===== src/rtl/vbc_pkg.sv =====
package vbc_pkg;
  // apb register byte offsets
  localparam logic [7:0] VBC_CTRL_OFS = 8'h00;
  localparam logic [7:0] VBC_HCAP_OFS = 8'h04;
  localparam logic [7:0] VBC_VERT_OFS = 8'h08;
  localparam logic [7:0] VBC_STAT_OFS = 8'h0C;
  // control field positions
  localparam int VBC_PAL_BIT = 0;
  localparam int VBC_ELINE_BIT = 1;
  localparam int VBC_OLINE_BIT = 2;
  localparam int VBC_ECAP_BIT = 3;
  localparam int VBC_OCAP_BIT = 4;
  localparam int VBC_ERAW_BIT = 5;
  localparam int VBC_ORAW_BIT = 6;
  localparam int VBC_EXT_BIT = 7;
  localparam int VBC_CNT_LO_POS = 16;
  localparam int VBC_CNT_HI_BIT = 24;
  // reset values
  localparam logic [7:0] VBC_CTRL_RST = 8'h00;
  localparam logic [9:0] VBC_HSTART_RST = 10'h000;
  localparam logic [8:0] VBC_COUNT_RST = 9'h000;
  localparam logic [9:0] VBC_VERTICAL_START_DELAY_RST = 10'h016;
  // frame geometry in lines
  localparam logic [9:0] VBC_NTSC_LINES = 10'd525;
  localparam logic [9:0] VBC_PAL_LINES = 10'd625;
  localparam logic [9:0] VBC_NTSC_F2 = 10'd264;
  localparam logic [9:0] VBC_PAL_F2 = 10'd314;
  localparam logic [9:0] VBC_SYNC1_END = 10'd9;
  localparam logic [9:0] VBC_BLANK1_END = 10'd20;
  localparam logic [9:0] VBC_PIC1_END = 10'd263;
  localparam logic [9:0] VBC_SYNC2_END = 10'd272;
  localparam logic [9:0] VBC_BLANK2_END = 10'd283;
  localparam logic [9:0] VBC_EXT_LINES = 10'd10;
  // frame mode block sizes
  localparam logic [7:0] VBC_BLOCK_LAST = 8'hFF;
  localparam logic [9:0] VBC_BLK_NTSC = 10'd434;
  localparam logic [9:0] VBC_BLK_PAL = 10'd650;
  localparam logic [9:0] VBC_BLK_NTSC_EXT = 10'd450;
  localparam logic [9:0] VBC_BLK_PAL_EXT = 10'd674;
  typedef enum logic [1:0] {
    VBC_RG_SYNC = 2'b00,
    VBC_RG_BLANK = 2'b01,
    VBC_RG_PIC = 2'b10
  } vbc_region_t;
endpackage


===== src/rtl/vbc_pack_if.sv =====
`timescale 1ns/1ps
interface vbc_pack_if;
  logic clear;
  logic smp_vld;
  logic [7:0] smp;
  logic dw_vld;
  logic [31:0] dw;
  modport src (output clear, output smp_vld, output smp, input dw_vld,
    input dw);
  modport pk (input clear, input smp_vld, input smp, output dw_vld,
    output dw);
endinterface


===== src/rtl/vbc_packer.sv =====
`timescale 1ns/1ps
module vbc_packer (
  input wire logic pclk,
  input wire logic presetn,
  vbc_pack_if.pk p
);
  logic [1:0] idx_ff;
  logic [23:0] hold_ff;
  logic dw_vld_ff;
  logic [31:0] dw_ff;
  wire last_byte = p.smp_vld && (idx_ff == 2'h3);

  // first sample lands in byte lane 0
  always_ff @(posedge pclk or negedge presetn) begin
    if (!presetn) begin
      idx_ff <= 2'h0;
      hold_ff <= 24'h000000;
      dw_vld_ff <= 1'b0;
      dw_ff <= 32'h00000000;
    end else begin
      dw_vld_ff <= last_byte && !p.clear;
      if (last_byte) begin
        dw_ff <= {p.smp, hold_ff};
      end
      if (p.clear) begin
        idx_ff <= 2'h0;
      end else if (p.smp_vld) begin
        idx_ff <= idx_ff + 2'h1;
        hold_ff <= {p.smp, hold_ff[23:8]};
      end
    end
  end

  assign p.dw_vld = dw_vld_ff;
  assign p.dw = dw_ff;

  chk_four_bytes: assert property (@(posedge pclk) disable iff (!presetn)
    (p.smp_vld && !p.clear && idx_ff == 2'h3) |=> dw_vld_ff)
    else $error("packer missed a full dword");
endmodule


===== src/rtl/vbc_top.sv =====
// Behaviour
// - frame is 525 lines ntsc, 625 pal
// - ntsc picture lines 21-263 and 283-525
// - ntsc sync lines 1-9 and 264-272
// - ntsc blanking data lines 10-20, 273-282
// - line and frame capture share a field
// - line capture starts pixels after line strobe
// - four samples per dword, two per pixel
// - nine bit dword count from two fields
// - per field line capture enables
// - samples stored one byte after another
// - line capture stops after programmed dwords
// - line capture from field start to window
// - configuration changes only at frame boundary
// - larger vertical delay widens line region
// - frame capture keeps blanking and sync samples
// - frame capture from window, fixed blocks
// - 256 dword blocks, 434 ntsc, 650 pal
// - extended frame: 10 lines early, 450/674
// - frame capture needs enable and raw format
// - frame stream never realigned to lines
// - captured data leaves through normal fifo
// - vertical delay counts half lines
`timescale 1ns/1ps
module vbc_top (
  input wire logic pclk,
  input wire logic presetn,
  input wire logic psel,
  input wire logic penable,
  input wire logic pwrite,
  input wire logic [7:0] paddr,
  input wire logic [31:0] pwdata,
  output logic [31:0] prdata,
  output logic pready,
  output logic pslverr,
  input wire logic line_start_strobe_n,
  input wire logic field_start_strobe_n,
  input wire logic field_odd,
  input wire logic sample_vld,
  input wire logic [7:0] sample,
  output logic [31:0] fifo_data,
  output logic fifo_valid,
  output logic fifo_raw,
  output logic fifo_block_end,
  output vbc_pkg::vbc_region_t region
);
  import vbc_pkg::*;

  ////////////////////////////////////////////////////////////////////////
  // apb slave
  logic [7:0] ctrl_ff;
  logic [9:0] hstart_ff;
  logic [8:0] count_ff;
  logic [9:0] vertical_start_delay_ff;
  logic pready_ff;
  logic pslverr_ff;
  logic [31:0] prdata_ff;
  logic [31:0] status_w;
  logic [31:0] rd_mux;

  wire acc = psel && penable && !pready_ff;
  wire wr_en = psel && penable && pready_ff && pwrite;
  wire hit_ctrl = paddr == VBC_CTRL_OFS;
  wire hit_hcap = paddr == VBC_HCAP_OFS;
  wire hit_vert = paddr == VBC_VERT_OFS;
  wire hit_stat = paddr == VBC_STAT_OFS;
  wire hit_any = hit_ctrl || hit_hcap || hit_vert || hit_stat;
  wire bad_wr = pwrite && hit_stat;

  assign rd_mux = hit_ctrl ? {24'h000000, ctrl_ff} :
    hit_hcap ? {7'h00, count_ff, 6'h00, hstart_ff} :
    hit_vert ? {22'h000000, vertical_start_delay_ff} :
    hit_stat ? status_w : 32'h00000000;

  always_ff @(posedge pclk or negedge presetn) begin
    if (!presetn) begin
      pready_ff <= 1'b0;
      pslverr_ff <= 1'b0;
      prdata_ff <= 32'h00000000;
    end else begin
      pready_ff <= acc;
      pslverr_ff <= acc && (!hit_any || bad_wr);
      prdata_ff <= (acc && !pwrite) ? rd_mux : 32'h00000000;
    end
  end

  always_ff @(posedge pclk or negedge presetn) begin
    if (!presetn) begin
      ctrl_ff <= VBC_CTRL_RST;
      hstart_ff <= VBC_HSTART_RST;
      count_ff <= VBC_COUNT_RST;
      vertical_start_delay_ff <= VBC_VERTICAL_START_DELAY_RST;
    end else if (wr_en) begin
      if (hit_ctrl) begin
        ctrl_ff <= pwdata[7:0];
      end
      if (hit_hcap) begin
        hstart_ff <= pwdata[9:0];
        count_ff <= {pwdata[VBC_CNT_HI_BIT],
          pwdata[VBC_CNT_LO_POS +: 8]};
      end
      if (hit_vert) begin
        vertical_start_delay_ff <= pwdata[9:0];
      end
    end
  end

  ////////////////////////////////////////////////////////////////////////
  // strobe edges and frame shadow of the configuration
  logic ls_q_ff;
  logic fs_q_ff;
  logic [7:0] sh_ctrl_ff;
  logic [9:0] sh_hstart_ff;
  logic [8:0] sh_count_ff;
  logic [9:0] sh_vertical_start_delay_ff;

  wire line_edge = line_start_strobe_n && !ls_q_ff;
  wire field_edge = field_start_strobe_n && !fs_q_ff;
  wire frame_edge = field_edge && field_odd;

  always_ff @(posedge pclk or negedge presetn) begin
    if (!presetn) begin
      ls_q_ff <= 1'b1;
      fs_q_ff <= 1'b1;
      sh_ctrl_ff <= VBC_CTRL_RST;
      sh_hstart_ff <= VBC_HSTART_RST;
      sh_count_ff <= VBC_COUNT_RST;
      sh_vertical_start_delay_ff <= VBC_VERTICAL_START_DELAY_RST;
    end else begin
      ls_q_ff <= line_start_strobe_n;
      fs_q_ff <= field_start_strobe_n;
      if (frame_edge) begin
        sh_ctrl_ff <= ctrl_ff;
        sh_hstart_ff <= hstart_ff;
        sh_count_ff <= count_ff;
        sh_vertical_start_delay_ff <= vertical_start_delay_ff;
      end
    end
  end

  wire pal = sh_ctrl_ff[VBC_PAL_BIT];
  wire ext = sh_ctrl_ff[VBC_EXT_BIT];

  ////////////////////////////////////////////////////////////////////////
  // line counters and regions
  logic [9:0] line_cnt_ff;
  logic [9:0] frame_line_ff;
  logic odd_ff;
  vbc_region_t region_ff;
  vbc_region_t nxt_region;

  wire [9:0] frame_len = pal ? VBC_PAL_LINES : VBC_NTSC_LINES;
  wire [9:0] f2_first = pal ? VBC_PAL_F2 : VBC_NTSC_F2;
  wire [9:0] win_line = {1'b0, sh_vertical_start_delay_ff[9:1]};
  wire [9:0] ext_line = (win_line > VBC_EXT_LINES) ?
    win_line - VBC_EXT_LINES : 10'd1;
  wire [9:0] raw_line = ext ? ext_line : win_line;
  wire [9:0] nxt_line = line_cnt_ff + 10'd1;
  wire [9:0] nxt_fline = (frame_line_ff == frame_len) ? 10'd1 :
    frame_line_ff + 10'd1;

  always_comb begin
    if (frame_line_ff <= VBC_SYNC1_END) begin
      nxt_region = VBC_RG_SYNC;
    end else if (frame_line_ff <= VBC_BLANK1_END) begin
      nxt_region = VBC_RG_BLANK;
    end else if (frame_line_ff <= VBC_PIC1_END) begin
      nxt_region = VBC_RG_PIC;
    end else if (frame_line_ff <= VBC_SYNC2_END) begin
      nxt_region = VBC_RG_SYNC;
    end else if (frame_line_ff < VBC_BLANK2_END) begin
      nxt_region = VBC_RG_BLANK;
    end else begin
      nxt_region = VBC_RG_PIC;
    end
    if (pal) begin
      nxt_region = (line_cnt_ff < win_line) ? VBC_RG_BLANK : VBC_RG_PIC;
    end
  end

  always_ff @(posedge pclk or negedge presetn) begin
    if (!presetn) begin
      line_cnt_ff <= 10'd0;
      frame_line_ff <= 10'd1;
      odd_ff <= 1'b1;
      region_ff <= VBC_RG_SYNC;
    end else begin
      region_ff <= nxt_region;
      if (field_edge) begin
        line_cnt_ff <= 10'd0;
        odd_ff <= field_odd;
        frame_line_ff <= field_odd ? 10'd1 : f2_first;
      end else if (line_edge) begin
        line_cnt_ff <= nxt_line;
        frame_line_ff <= nxt_fline;
      end
    end
  end

  ////////////////////////////////////////////////////////////////////////
  // line mode window
  logic lm_on_ff;
  logic half_ff;
  logic [9:0] pix_ff;
  logic [10:0] smp_cnt_ff;

  wire line_en = odd_ff ? sh_ctrl_ff[VBC_OLINE_BIT] :
    sh_ctrl_ff[VBC_ELINE_BIT];
  wire in_line_rg = (nxt_line >= 10'd1) && (nxt_line < win_line);
  wire lm_arm = line_edge && line_en && in_line_rg;
  wire [10:0] smp_lim = {sh_count_ff, 2'b00};
  wire lm_take = lm_on_ff && sample_vld && (pix_ff >= sh_hstart_ff) &&
    (smp_cnt_ff < smp_lim);

  always_ff @(posedge pclk or negedge presetn) begin
    if (!presetn) begin
      lm_on_ff <= 1'b0;
      half_ff <= 1'b0;
      pix_ff <= 10'd0;
      smp_cnt_ff <= 11'd0;
    end else if (field_edge || line_edge) begin
      lm_on_ff <= lm_arm && !field_edge;
      half_ff <= 1'b0;
      pix_ff <= 10'd0;
      smp_cnt_ff <= 11'd0;
    end else if (lm_on_ff && sample_vld) begin
      half_ff <= !half_ff;
      if (half_ff && pix_ff != 10'h3FF) begin
        pix_ff <= pix_ff + 10'd1;
      end
      if (lm_take) begin
        smp_cnt_ff <= smp_cnt_ff + 11'd1;
      end
    end
  end

  ////////////////////////////////////////////////////////////////////////
  // frame mode packets
  logic fm_on_ff;
  logic [7:0] blk_dw_ff;
  logic [9:0] blk_cnt_ff;

  wire raw_en = odd_ff ?
    (sh_ctrl_ff[VBC_OCAP_BIT] && sh_ctrl_ff[VBC_ORAW_BIT]) :
    (sh_ctrl_ff[VBC_ECAP_BIT] && sh_ctrl_ff[VBC_ERAW_BIT]);
  wire [9:0] blk_target = pal ? (ext ? VBC_BLK_PAL_EXT : VBC_BLK_PAL) :
    (ext ? VBC_BLK_NTSC_EXT : VBC_BLK_NTSC);
  wire fm_start = line_edge && raw_en && (nxt_line == raw_line);
  wire fm_take = fm_on_ff && sample_vld;

  vbc_pack_if pk_if ();

  wire fm_dw = fm_on_ff && pk_if.dw_vld;
  wire blk_done = fm_dw && (blk_dw_ff == VBC_BLOCK_LAST);
  wire last_blk = blk_done && (blk_cnt_ff + 10'd1 == blk_target);

  always_ff @(posedge pclk or negedge presetn) begin
    if (!presetn) begin
      fm_on_ff <= 1'b0;
      blk_dw_ff <= 8'h00;
      blk_cnt_ff <= 10'd0;
    end else if (field_edge) begin
      fm_on_ff <= 1'b0;
      blk_dw_ff <= 8'h00;
      blk_cnt_ff <= 10'd0;
    end else begin
      if (fm_start && !fm_on_ff) begin
        fm_on_ff <= 1'b1;
      end else if (last_blk) begin
        fm_on_ff <= 1'b0;
      end
      if (fm_dw) begin
        blk_dw_ff <= blk_dw_ff + 8'h01;
      end
      if (blk_done) begin
        blk_cnt_ff <= blk_cnt_ff + 10'd1;
      end
    end
  end

  ////////////////////////////////////////////////////////////////////////
  // sample packing and fifo output
  // frame mode holds priority; line mode yields where they overlap
  assign pk_if.smp_vld = fm_on_ff ? fm_take : lm_take;
  assign pk_if.smp = sample;
  assign pk_if.clear = field_edge || (line_edge && !fm_on_ff);

  vbc_packer u_packer (
    .pclk(pclk),
    .presetn(presetn),
    .p(pk_if.pk)
  );

  logic [31:0] fifo_data_ff;
  logic fifo_valid_ff;
  logic fifo_raw_ff;
  logic blk_end_ff;

  always_ff @(posedge pclk or negedge presetn) begin
    if (!presetn) begin
      fifo_data_ff <= 32'h00000000;
      fifo_valid_ff <= 1'b0;
      fifo_raw_ff <= 1'b0;
      blk_end_ff <= 1'b0;
    end else begin
      fifo_valid_ff <= pk_if.dw_vld;
      fifo_raw_ff <= fm_on_ff;
      blk_end_ff <= blk_done;
      if (pk_if.dw_vld) begin
        fifo_data_ff <= pk_if.dw;
      end
    end
  end

  assign status_w = {blk_cnt_ff, 2'b00, line_cnt_ff, 5'h00,
    region_ff, odd_ff, fm_on_ff, lm_on_ff};
  assign prdata = prdata_ff;
  assign pready = pready_ff;
  assign pslverr = pslverr_ff;
  assign fifo_data = fifo_data_ff;
  assign fifo_valid = fifo_valid_ff;
  assign fifo_raw = fifo_raw_ff;
  assign fifo_block_end = blk_end_ff;
  assign region = region_ff;

  ////////////////////////////////////////////////////////////////////////
  // checks
  chk_line_count_cap: assert property (@(posedge pclk)
    disable iff (!presetn) smp_cnt_ff <= smp_lim || smp_cnt_ff == 11'd0)
    else $error("line capture exceeded dword count");
  chk_line_field_en: assert property (@(posedge pclk)
    disable iff (!presetn) lm_take |-> line_en)
    else $error("line capture in disabled field");
  chk_line_hstart: assert property (@(posedge pclk)
    disable iff (!presetn) lm_take |-> pix_ff >= sh_hstart_ff)
    else $error("line capture before horizontal start");
  chk_line_rearm: assert property (@(posedge pclk)
    disable iff (!presetn) lm_arm && !field_edge |=> lm_on_ff &&
    smp_cnt_ff == 11'd0 && pix_ff == 10'd0)
    else $error("line window not rearmed");
  chk_raw_enable: assert property (@(posedge pclk)
    disable iff (!presetn) $rose(fm_on_ff) |-> $past(raw_en))
    else $error("frame capture without raw enable");
  chk_raw_stop: assert property (@(posedge pclk)
    disable iff (!presetn) last_blk && !field_edge |=> !fm_on_ff &&
    blk_cnt_ff == blk_target)
    else $error("frame capture block count wrong");
  chk_cfg_frame: assert property (@(posedge pclk)
    disable iff (!presetn) !$past(frame_edge) |-> $stable(sh_ctrl_ff))
    else $error("config changed inside frame");
  chk_fifo_follow: assert property (@(posedge pclk)
    disable iff (!presetn) pk_if.dw_vld |=> fifo_valid_ff &&
    fifo_data_ff == $past(pk_if.dw))
    else $error("dword not forwarded to fifo");
  chk_frame_wrap: assert property (@(posedge pclk)
    disable iff (!presetn) frame_line_ff <= frame_len)
    else $error("frame line beyond frame length");
  chk_apb_answer: assert property (@(posedge pclk)
    disable iff (!presetn) acc |=> pready_ff ##1 !pready_ff)
    else $error("apb answer not one cycle");
endmodule


===== config.mk =====
export PLATFORM = sky130hd
export DESIGN_NAME = vbc_top
export DESIGN_NICKNAME = d
export VERILOG_FILES = /design/src/rtl/vbc_pkg.sv /design/src/rtl/vbc_pack_if.sv /design/src/rtl/vbc_packer.sv /design/src/rtl/vbc_top.sv
export SDC_FILE = /design/constraint.sdc
export NUM_CORES = 1
export LEC_CHECK = 0
export ABC_AREA = 1
export BUFFER_PORTS_ARGS = -buffer_cell sky130_fd_sc_hd__buf_2
export CAP_MARGIN = 10
export CORE_MARGIN = 2
export CORE_UTILIZATION = 35
export DETAILED_ROUTE_END_ITERATION = 8
export GPL_TIMING_DRIVEN = 0
export HOLD_SLACK_MARGIN = 0.12
export PLACE_DENSITY = 0.52
export REMOVE_ABC_BUFFERS = 1
export SLEW_MARGIN = 40
export SYNTH_ARGS = -nofsm -noshare
export SYNTH_HDL_FRONTEND = slang
export SYNTH_SLANG_ARGS = --single-unit
export TNS_END_PERCENT = 20

===== constraint.sdc =====
create_clock -name pclk -period 2.8 [get_ports pclk]
set_input_delay 0 -clock pclk [delete_from_list [all_inputs] [get_ports pclk]]
set_output_delay 0 -clock pclk [all_outputs]
set_load 0.02 [all_outputs]

; Word-level counts from Yosys, hierarchy flattened
; Index checks and enable logic that the tools add are counted.
[totals]
wordCells = 166
n_memories = 0
ff_bits = 269
output_inout_bits = 71
in_bits = 57
romBits = 0
mem_bits_rw = 0
latch_bits = 0
[op_classes]
n_bitwise = 1
reduce_logical = 60
shift = 0
multipliers = 0
add_sub_neg = 8
mux = 45
eq_ne = 9
magnitude_cmp = 11
div_mod_pow = 0
[op_table]
columns = cell, n
row1 = $mux W32, 5
row2 = $mux W10, 13
row3 = $add A10 B1 Y10 const B, 4
row4 = $mux W11, 3
row5 = $eq A10 B10 Y1, 3
row6 = $logic_and A1 B1 Y1, 30
row7 = $le A10 B9 Y1 const B, 2
row8 = $lt A10 B9 Y1, 2
row9 = $mux W2, 9
row10 = $eq A8 B4 Y1 const B, 2
row11 = $mux W8, 2
row12 = $mux W7, 2
row13 = $reduce_bool A2 Y1, 7
row14 = $mux W6, 2
row15 = $reduce_and A2 Y1, 6
row16 = $add A11 B1 Y11 const B, 1
row17 = $lt A11 B11 Y1, 1
row18 = $ge A10 B1 Y1 const B, 1
row19 = $ge A10 B10 Y1, 1
row20 = $le A10 B4 Y1 const B, 1
row21 = $le A10 B5 Y1 const B, 1
row22 = $lt A10 B9 Y1 const B, 1
row23 = $ne A10 B10 Y1 const B, 1
row24 = $sub A9 B4 Y10 const B, 1
row25 = other kinds (13), 33

; Logic depth before layout (Yosys ltp)
; Gate-level depths: netlist of the first run.
[depth]
word_depth = 8
mapped_depth = 15
depth_no_buf = 15

; By module
; A second synthesis of the first run with hierarchy kept.
[hier_totals]
hier_cells = 1479
area_unflattened_um2 = 12982.5
[by_module_without_submodules]
columns = mod, seq_area_each_um2, area_per_inst_um2, n_inst, cells_per_inst
row1 = vbc_top, 5242.5, 10622.7, 1, 1221
row2 = vbc_packer, 1476.4, 2359.8, 1, 258

; Least setup slack after synthesis of the first run
; No wires, ideal clock.
[synth_path]
path_type = reg2reg
from = register line_cnt_ff[0]
to = register lm_on_ff
setup_ns = 0.129
arrival_ns = 1.897
path_slack_ns = 0.774
stages_incl_launch_ff = 15
period_less_slack_ns = 2.026
required_ns = 2.671
n_path_buf = 0
path_cell_list = dfrtp_1 > ha_1 > nand2_1 > nor2_2 > inv_1 > nand2_1 > inv_1 > ha_1 > nand4_1 > o221ai_1 > nand3_1 > nand2_1 > nand2_1 > nand4_1 > o21ai_1
[synth_via]
elab_chain_cells = 5
elab_cells_between_ends = 6
classes_between = add/sub: 1 / order compare: 2 / reduce/logical: 3
[synth_lines]
columns = element, line
row1 = start: declaration, vbc_top.sv:146  ; logic [9:0] line_cnt_ff;
row2 = start signal: assignment, vbc_top.sv:194  ; line_cnt_ff <= nxt_line;
row3 = $add A10 B1 Y10 *, vbc_top.sv:158  ; wire [9:0] nxt_line = line_cnt_ff + 10'd1;
row4 = $ge A10 B1 Y1 or $lt A10 B9 Y1 (tied branches), vbc_top.sv:209  ; wire in_line_rg = (nxt_line >= 10'd1) && (nxt_line < win_line);
row5 = $logic_and A1 B1 Y1 *, vbc_top.sv:209
row6 = $logic_and A1 B1 Y1 *, vbc_top.sv:210  ; wire lm_arm = line_edge && line_en && in_line_rg;
row7 = $logic_and A1 B1 Y1 *, vbc_top.sv:222  ; lm_on_ff <= lm_arm && !field_edge;
row8 = end signal: assignment, vbc_top.sv:222
row9 = end: declaration, vbc_top.sv:202  ; logic lm_on_ff;
; Mark *: on every way between the ends. The rest lies on a longest branch, timed or not.
; A chain may end at the register's enable or synchronous reset.

; Worst setup path after layout of the first run
[layout_path]
from = register smp_cnt_ff[6]
to = register u_packer.hold_ff[1]
[layout_via]
elab_chain_cells = 4
[layout_lines]
columns = element, line
row1 = start: declaration, vbc_top.sv:205  ; logic [10:0] smp_cnt_ff;
row2 = start signal: assignment, vbc_top.sv:232  ; smp_cnt_ff <= smp_cnt_ff + 11'd1;
row3 = $lt A11 B11 Y1, vbc_top.sv:213  ; (smp_cnt_ff < smp_lim);
row4 = $logic_and A1 B1 Y1, vbc_top.sv:212  ; wire lm_take = lm_on_ff && sample_vld && (pix_ff >= sh_hstart_ff) &&
row5 = $mux W1, vbc_top.sv:284  ; assign pk_if.smp_vld = fm_on_ff ? fm_take : lm_take;
row6 = $reduce_and A2 Y1 (no source line), --
row7 = end signal: assignment, vbc_packer.sv:29  ; hold_ff <= {p.smp, hold_ff[23:8]};
row8 = end: declaration, vbc_packer.sv:8  ; logic [23:0] hold_ff;
; Every way passes these cells.

==> qor.txt, run 1 <==
residual DRC count - 0
Synth-to-Final Area Change - 21.0%
Hold Crit Start - paddr[1]
cells after synthesis - 1480
synthesized area - 13200 µm²
TritonCTS buffer count - 30
post-route ant nets - 0
Die Wd - 198 µm
fin nets - 1733
vias in the first global route - 10200
unrepaired setup endpoints after global routing - no
slowest stage delay, CP - 0.45 ns
Setup crit end kind - flip-flop
synth top area cells - dfrtp_1 49%, nand2_1 10%, ha_1 4.6%
WL/cell - 15.7 µm
WL final - 34.0 mm
grt met3 use - 2.37%
busiest grt layer - met2
die footprint - 39300 µm²
GPL Wtd Cong - 0.883
met1 Usage GRT - 25.2%
worst reg2reg path depth - 11
initial antenna violation count - 0
final count of negative-setup-slack endpoints - 0
antenna cells - 0
Worst Setup Slack, final - 0.202 ns
Worst Clk Skew - 0.0107 ns
Max transition margin - 47.9%
fillcell total - 3720
CP required - 3.26 ns
# Max-Cap Violations - 0
global-route wire length before repair - 55.3 mm
total congestion overflow - 0
postcts setup bufs - 0
drt via density - 4.88
setup slack, reg-to-reg - 0.20 ns
CTS Buffer Depth - 3
Synth warnings - 0
total power - 9380 µW
CP Max Fanout - 32
CP top delay family - simple AND/OR/NAND/NOR gates
Avg Cell Area, Syn - 8.92 µm²
TritonCTS clock tree - done
Overall Global Routing Usage - 17.5%
R2R Path Start - smp_cnt_ff[6]
CTS Sinks - 268
Synth area leader - dfrtp_1
total iterations of the first detailed-routing run - 5
Port Buffers - 114
initial drt markers - 684
VDD IR max - 0.000435 V
met2 Use GR - 27.9%
Yosys top cell area share - 48.9%
Slowest cell on crit path - dfrtp_1
layout cells sized above 1 - 19.3%
Die H - 198 µm
vias - 10500
worst slew pin tran - 0.779 ns
Clk Latency, worst-skew pair - 0.57 ns
CP arrival - 3.06 ns
FF+latch count, synth - 268
final hold viol count - 0
clk slew on worst S/H paths - 0.06 ns
htree depth - 1
clock root buffer - clkbuf_16
Core Rows - 71
run status - completed
io pins - 128
Hold Slack - 0.191 ns
hold path endpoint - prdata[21]
Placed Instance Area - 14300 µm²
FMAX - 0.385 GHz
Hold Crit Class - in2reg
capturing point of the worst reg2reg path - u_packer.hold_ff[1]
Buf/Inv on CP - 0
min cycle time layout - 2.60 ns
Starting Density - 35.3%
CP startpoint kind - flip-flop
Slew Viols, Final - 0
final instance area - 16000 µm²
post-detail-place hpwl - 23.0 mm
pin count of the biggest net entering global routing - 72
CP cell instances - ha_1, a21oi_1, o21ai_1, nand2_1, o211ai_1, nor2_1, nand3_4, nand2_8, nand3_4, nand2_1, nand2_1
synth unique cells - 57
final period utilization - 92.8%
Post-Place Worst Slack - -0.564 ns
Static Leakage - 0.00780 µW
crit-path most repeated cell - nand2_1
Core Box Area - 37400 µm²
WS Path Type - reg2reg
post-synthesis sequential area ratio - 50.9%
worst hold path depth - 5
pwr dens - 587 nW/µm²
==> what timing repair did <==
action / CTS / global route
gates resized for setup: 4 / 4
endpoints found under the setup margin: 57 / 44
hold buffers: 49 / 0
endpoints found under the hold margin: 311 / 0
cloned: 1 / 1
pin swaps: 2 / 0
==> cells in the final DEF (no fill, tap or decap), types with 7 or more instances in the layout <==
cell type        n
nor3_1          26
ha_1            48
dfstp_2         10
nor2_1          90
nor3_2          12
inv_1          141
nor2_4           7
clkinv_2         7
nand4_1         76
a21oi_1         51
o31ai_1          7
clkbuf_8         8
buf_16           7
nand3_1         55
clkbuf_16       30
xor2_1          18
dlygate4sd3_1   48
o22ai_1         18
inv_2           28
o22ai_2          7
mux2_2          32
buf_2          113
a31oi_1          7
nand2_1        362
o21ai_1         28
dfrtp_1        256
o21ai_2          8
o21ai_0         71
==> cell type report <==
type	count	area (µm²)	area share, %
clock inverters	15	185	1.16
repair buffers	170	1270	7.94
clock buffers	41	872	5.46
flip-flops and latches	268	6720	42.1
multi-input cells	987	5650	35.4
well taps	511	639	4.00
inverters	170	638	4.00
==> registers in the layout, summed over array words and instances, names as in the netlist, 2 cells and up <==
| signal | count |
|---|---|
| u_packer.p.dw | 32 |
| u_packer.hold_ff | 24 |
| u_packer.idx_ff | 2 |
| line_cnt_ff | 10 |
| sh_vertical_start_delay_ff | 9 |
| vertical_start_delay_ff | 10 |
| region | 2 |
| prdata | 32 |
| hstart_ff | 10 |
| count_ff | 9 |
| frame_line_ff | 10 |
| smp_cnt_ff | 11 |
| fifo_data | 32 |
| pix_ff | 10 |
| sh_ctrl_ff | 8 |
| sh_hstart_ff | 10 |
| ctrl_ff | 8 |
| blk_dw_ff | 8 |
| blk_cnt_ff | 10 |
| sh_count_ff | 9 |
==> synth_stat cells (all sizes together) <==
| master | count |
|---|---|
| nor3b | 3 |
| o21ai | 107 |
| nand3b | 3 |
| buf | 37 |
| a22oi | 2 |
| nor3 | 39 |
| or2 | 7 |
| xor2 | 21 |
| mux2 | 32 |
| clkbuf | 20 |
| nand2 | 372 |
| o221ai | 3 |
| a31oi | 7 |
| o22ai | 25 |
| a221oi | 2 |
| nand4 | 77 |
| a21boi | 2 |
| o2111ai | 1 |
| dfrtp | 258 |
| xnor2 | 3 |
| nand3 | 62 |
| o221a | 1 |
| nor2 | 101 |
| o211ai | 3 |
| o21a | 1 |
| o31ai | 7 |
| a21oi | 52 |
| clkinv | 1 |
| inv | 169 |
| ha | 49 |
| dfstp | 10 |
| a211oi | 1 |
| nor4 | 2 |
==> report_power, final <==
group,internal (µW),switching (µW)
sequential,4140,208
clock,2460,1660
combinational,332,580
total,6930,2450
==> cell families after synthesis <==
kind of cell / synth area share (%)
XOR/XNOR: 1.76
multiplexers: 2.73
adder cells (fa/ha/maj): 4.64
AND/OR/NAND/NOR: 23.4
AO/OA/AOI/OAI: 9.53
flip-flops: 50.9
buffers and inverters: 6.99
==> worst max path at each step <==
stage / from / to / slack (ns) / cells after the start
after floorplan: smp_cnt_ff[6] / u_packer.p.dw[0] / -0.0001 / 11
after global placement: presetn / pix_ff[6] / -3.53 / 1
after detailed placement: smp_cnt_ff[6] / u_packer.p.dw[21] / -0.56 / 11
after CTS: fs_q_ff / pix_ff[9] / 0.0009 / 12
after global routing: smp_cnt_ff[6] / u_packer.hold_ff[1] / 0.01 / 11
final: smp_cnt_ff[6] / u_packer.hold_ff[1] / 0.20 / 11
==> metal layers <==
metal  vias to the layer above  part of all wire (%)
li1                       5211                     -
met2                       251                    45
met5                         -                     0
met1                      5037                    48
met4                         0                   2.0
met3                        48                   5.1
==> worst reg2reg max path, cell delays in order, from the launching register on <==
cell and delay, ns:
dfrtp_1 0.45, ha_1 0.32, a21oi_1 0.14, o21ai_1 0.07, nand2_1 0.06, o211ai_1 0.11
nor2_1 0.20, nand3_4 0.25, nand2_8 0.32, nand3_4 0.34, nand2_1 0.17, nand2_1 0.06
==> through the flow <==
step	setup TNS (ns)	std cells	util, %
2_1_floorplan	-0.00379	1423	-
4_1_cts	0	2161	42.6
3_3_place_gp	-976.89	2048	37.8
6_report	0	2162	42.7
3_5_place_dp	-25.67	2055	38.3
5_1_grt	0	2162	42.7
(Power assumes the default switching activity.)
==> run 2, diff against run 1 <==
PLACE_DENSITY = 0.62   (was 0.52)
==> run 2 against run 1 <==
Against the previous run:
- critical path depth grew 3
- fmax is 2.8% higher
- clock-buffer cell count down 2
- core utilization down 0.15 points
- first-iteration DRC count shrank 2.8%
- wire length decreased by 2.0%
- sequential cell count is the same
- setup slack gained 0.071 ns
- largest power group unchanged
- highest routed layer unchanged
==> qor.txt, run 2 (synthesized netlist as in run 1, its figures left out) <==
run status - completed (unchanged)
FMAX - 0.396 GHz (was 0.385 GHz)
TritonCTS clock tree - done (unchanged)
post-detail-place hpwl - 22.4 mm (was 23.0 mm)
CP cell instances - ha_1, nand2_1, nor2_2, inv_1, nand2_1, inv_1, ha_1, nand4_1, o221ai_1, nand3_1, nand2_1, nand2_1, nand4_1, o21ai_1 (was ha_1, a21oi_1, o21ai_1, nand2_1, o211ai_1, nor2_1, nand3_4, nand2_8, nand3_4, nand2_1, nand2_1)
Core Box Area - 37400 µm² (unchanged)
total iterations of the first detailed-routing run - 5 (unchanged)
Overall Global Routing Usage - 16.9% (was 17.5%)
clk slew on worst S/H paths - 0.06 ns (about the same)
VDD IR max - 0.000414 V (was 0.000435 V)
WL final - 33.3 mm (was 34.0 mm)
pin count of the biggest net entering global routing - 77 (was 72)
layout cells sized above 1 - 19.3% (about the same)
Setup crit end kind - flip-flop (unchanged)
slowest stage delay, CP - 0.56 ns (was 0.45 ns)
Max transition margin - 42.8% (was 47.9%)
CTS Sinks - 268 (unchanged)
Synth-to-Final Area Change - 20.5% (was 21.0%)
commonest non-fill, non-tap cell in the layout - nand2_1 (unchanged)
global-route wire length before repair - 53.8 mm (was 55.3 mm)
CP startpoint kind - flip-flop (unchanged)
Die H - 198 µm (unchanged)
post-layout util - 42.6% (was 42.7%)
initial drt markers - 665 (was 684)
TritonCTS buffer count - 29 (was 30)
vias in the first global route - 10300 (was 10200)
Slowest cell on crit path - dfrtp_1 (unchanged)
Slew Viols, Final - 0 (unchanged)
min cycle time layout - 2.53 ns (was 2.60 ns)
WL/cell - 15.4 µm (was 15.7 µm)
Buf/Inv on CP - 2 (was 0)
# Max-Cap Violations - 0 (unchanged)
vias - 10600 (was 10500)
residual DRC count - 0 (unchanged)
final count of negative-setup-slack endpoints - 0 (unchanged)
fin nets - 1733 (unchanged)
Post-Place Worst Slack - -0.558 ns (was -0.564 ns)
final period utilization - 90.2% (was 92.8%)
io pins - 128 (unchanged)
pwr dens - 583 nW/µm² (was 587 nW/µm²)
final hold viol count - 0 (unchanged)
placed cells - 2055 (unchanged)
CP required - 3.23 ns (was 3.26 ns)
clock root buffer - clkbuf_16 (unchanged)
Worst Clk Skew - 0.0164 ns (was 0.0107 ns)
CP top delay family - simple AND/OR/NAND/NOR gates (unchanged)
Core Rows - 71 (unchanged)
initial antenna violation count - 0 (unchanged)
CP Max Fanout - 7 (was 32)
Static Leakage - 0.00778 µW (was 0.00780 µW)
unrepaired setup endpoints after global routing - no (unchanged)
Die Wd - 198 µm (unchanged)
Starting Density - 35.3% (unchanged)
Worst Setup Slack, final - 0.273 ns (was 0.202 ns)
GPL Wtd Cong - 0.848 (was 0.883)
CP arrival - 2.95 ns (was 3.06 ns)
post-route ant nets - 0 (unchanged)
Clk Latency, worst-skew pair - 0.56 ns (was 0.57 ns)
most frequent cells in the layout - 362 x nand2_1, 257 x dfrtp_1, 141 x inv_1, 113 x buf_2, 90 x nor2_1 (was 362 x nand2_1, 256 x dfrtp_1, 141 x inv_1, 113 x buf_2, 90 x nor2_1)
WS Path Type - reg2reg (unchanged)
Final Non-Filler Cells - 2161 (was 2162)
Hold Crit Class - in2reg (unchanged)
total congestion overflow - 0 (unchanged)
Port Buffers - 114 (unchanged)
worst slew pin tran - 0.858 ns (was 0.779 ns)
drt via density - 4.92 (was 4.88)
crit-path most repeated cell - nand2_1 (unchanged)
die footprint - 39300 µm² (unchanged)
htree depth - 1 (unchanged)
total power - 9270 µW (was 9380 µW)
antenna cells - 0 (unchanged)
CTS Buffer Depth - 3 (unchanged)
run 2: cell type report:
| cell class | count | area, µm² |
|---|---|---|
| clock buffer | 39 | 843 |
| inverter | 170 | 638 |
| clock inverter | 15 | 176 |
| tap | 511 | 639 |
| fill | 3690 | 21500 |
| multi-input combinational | 988 | 5660 |
| timing repair buffer | 170 | 1240 |
| sequential | 268 | 6720 |
run 2: what timing repair did:
action / CTS / global route
setup endpoints to repair: 57 / 61
pin swaps: 2 / 3
buffers inserted: 0 / 3
hold buffers: 46 / 0
endpoints found under the hold margin: 380 / 0
gates resized for setup: 4 / 2
cloned: 2 / 1
run 2: worst min-delay path: cells and delay by family:
family | cells | cell delay (ns)
buf+inv | 2 | 0.17
simple gates | 4 | 0.52
run 2: per-stage QoR:
stage / TNS, ns / hold slack, ns / cell area [µm²]
2_1_floorplan: -0.00379 / -0.296 / 12900
3_3_place_gp: -906.02 / 0.117 / 14100
3_5_place_dp: -27.41 / -0.161 / 14300
4_1_cts: 0 / 0.139 / 15900
5_1_grt: 0 / 0.229 / 15900
6_report: 0 / 0.191 / 15900
run 2: final timing paths:
| kind | from | endpoint | slack [ns] | cells past startpoint |
|---|---|---|---|---|
| worst min-delay path | paddr[4] | prdata[20] | 0.19 | 6 |
| worst max-delay path | line_cnt_ff[0] | lm_on_ff | 0.27 | 14 |
| worst min register to register | u_packer.p.dw[22] | u_packer.p.dw[22] | 0.47 | 2 |
| worst max register to register | line_cnt_ff[0] | lm_on_ff | 0.27 | 14 |
| min in group asynchronous | presetn | fifo_data[14] | 0.58 | 4 |
| max in group asynchronous | presetn | fifo_data[21] | 1.12 | 4 |
run 2: power breakdown:
part	switching (µW)	internal (µW)
combinational	579	335
sequential	199	4130
clock	1620	2400
run 2: layer usage:
metal,share of wire (%),vias to the layer above,wire length (µm),GRT usage [%]
met1,45,5193,15100,22.8
met3,3.9,51,1310,2.11
met5,0,-,0,0
li1,-,5202,-,-
met4,2.5,0,843,5.21
met2,48,185,16000,28.5
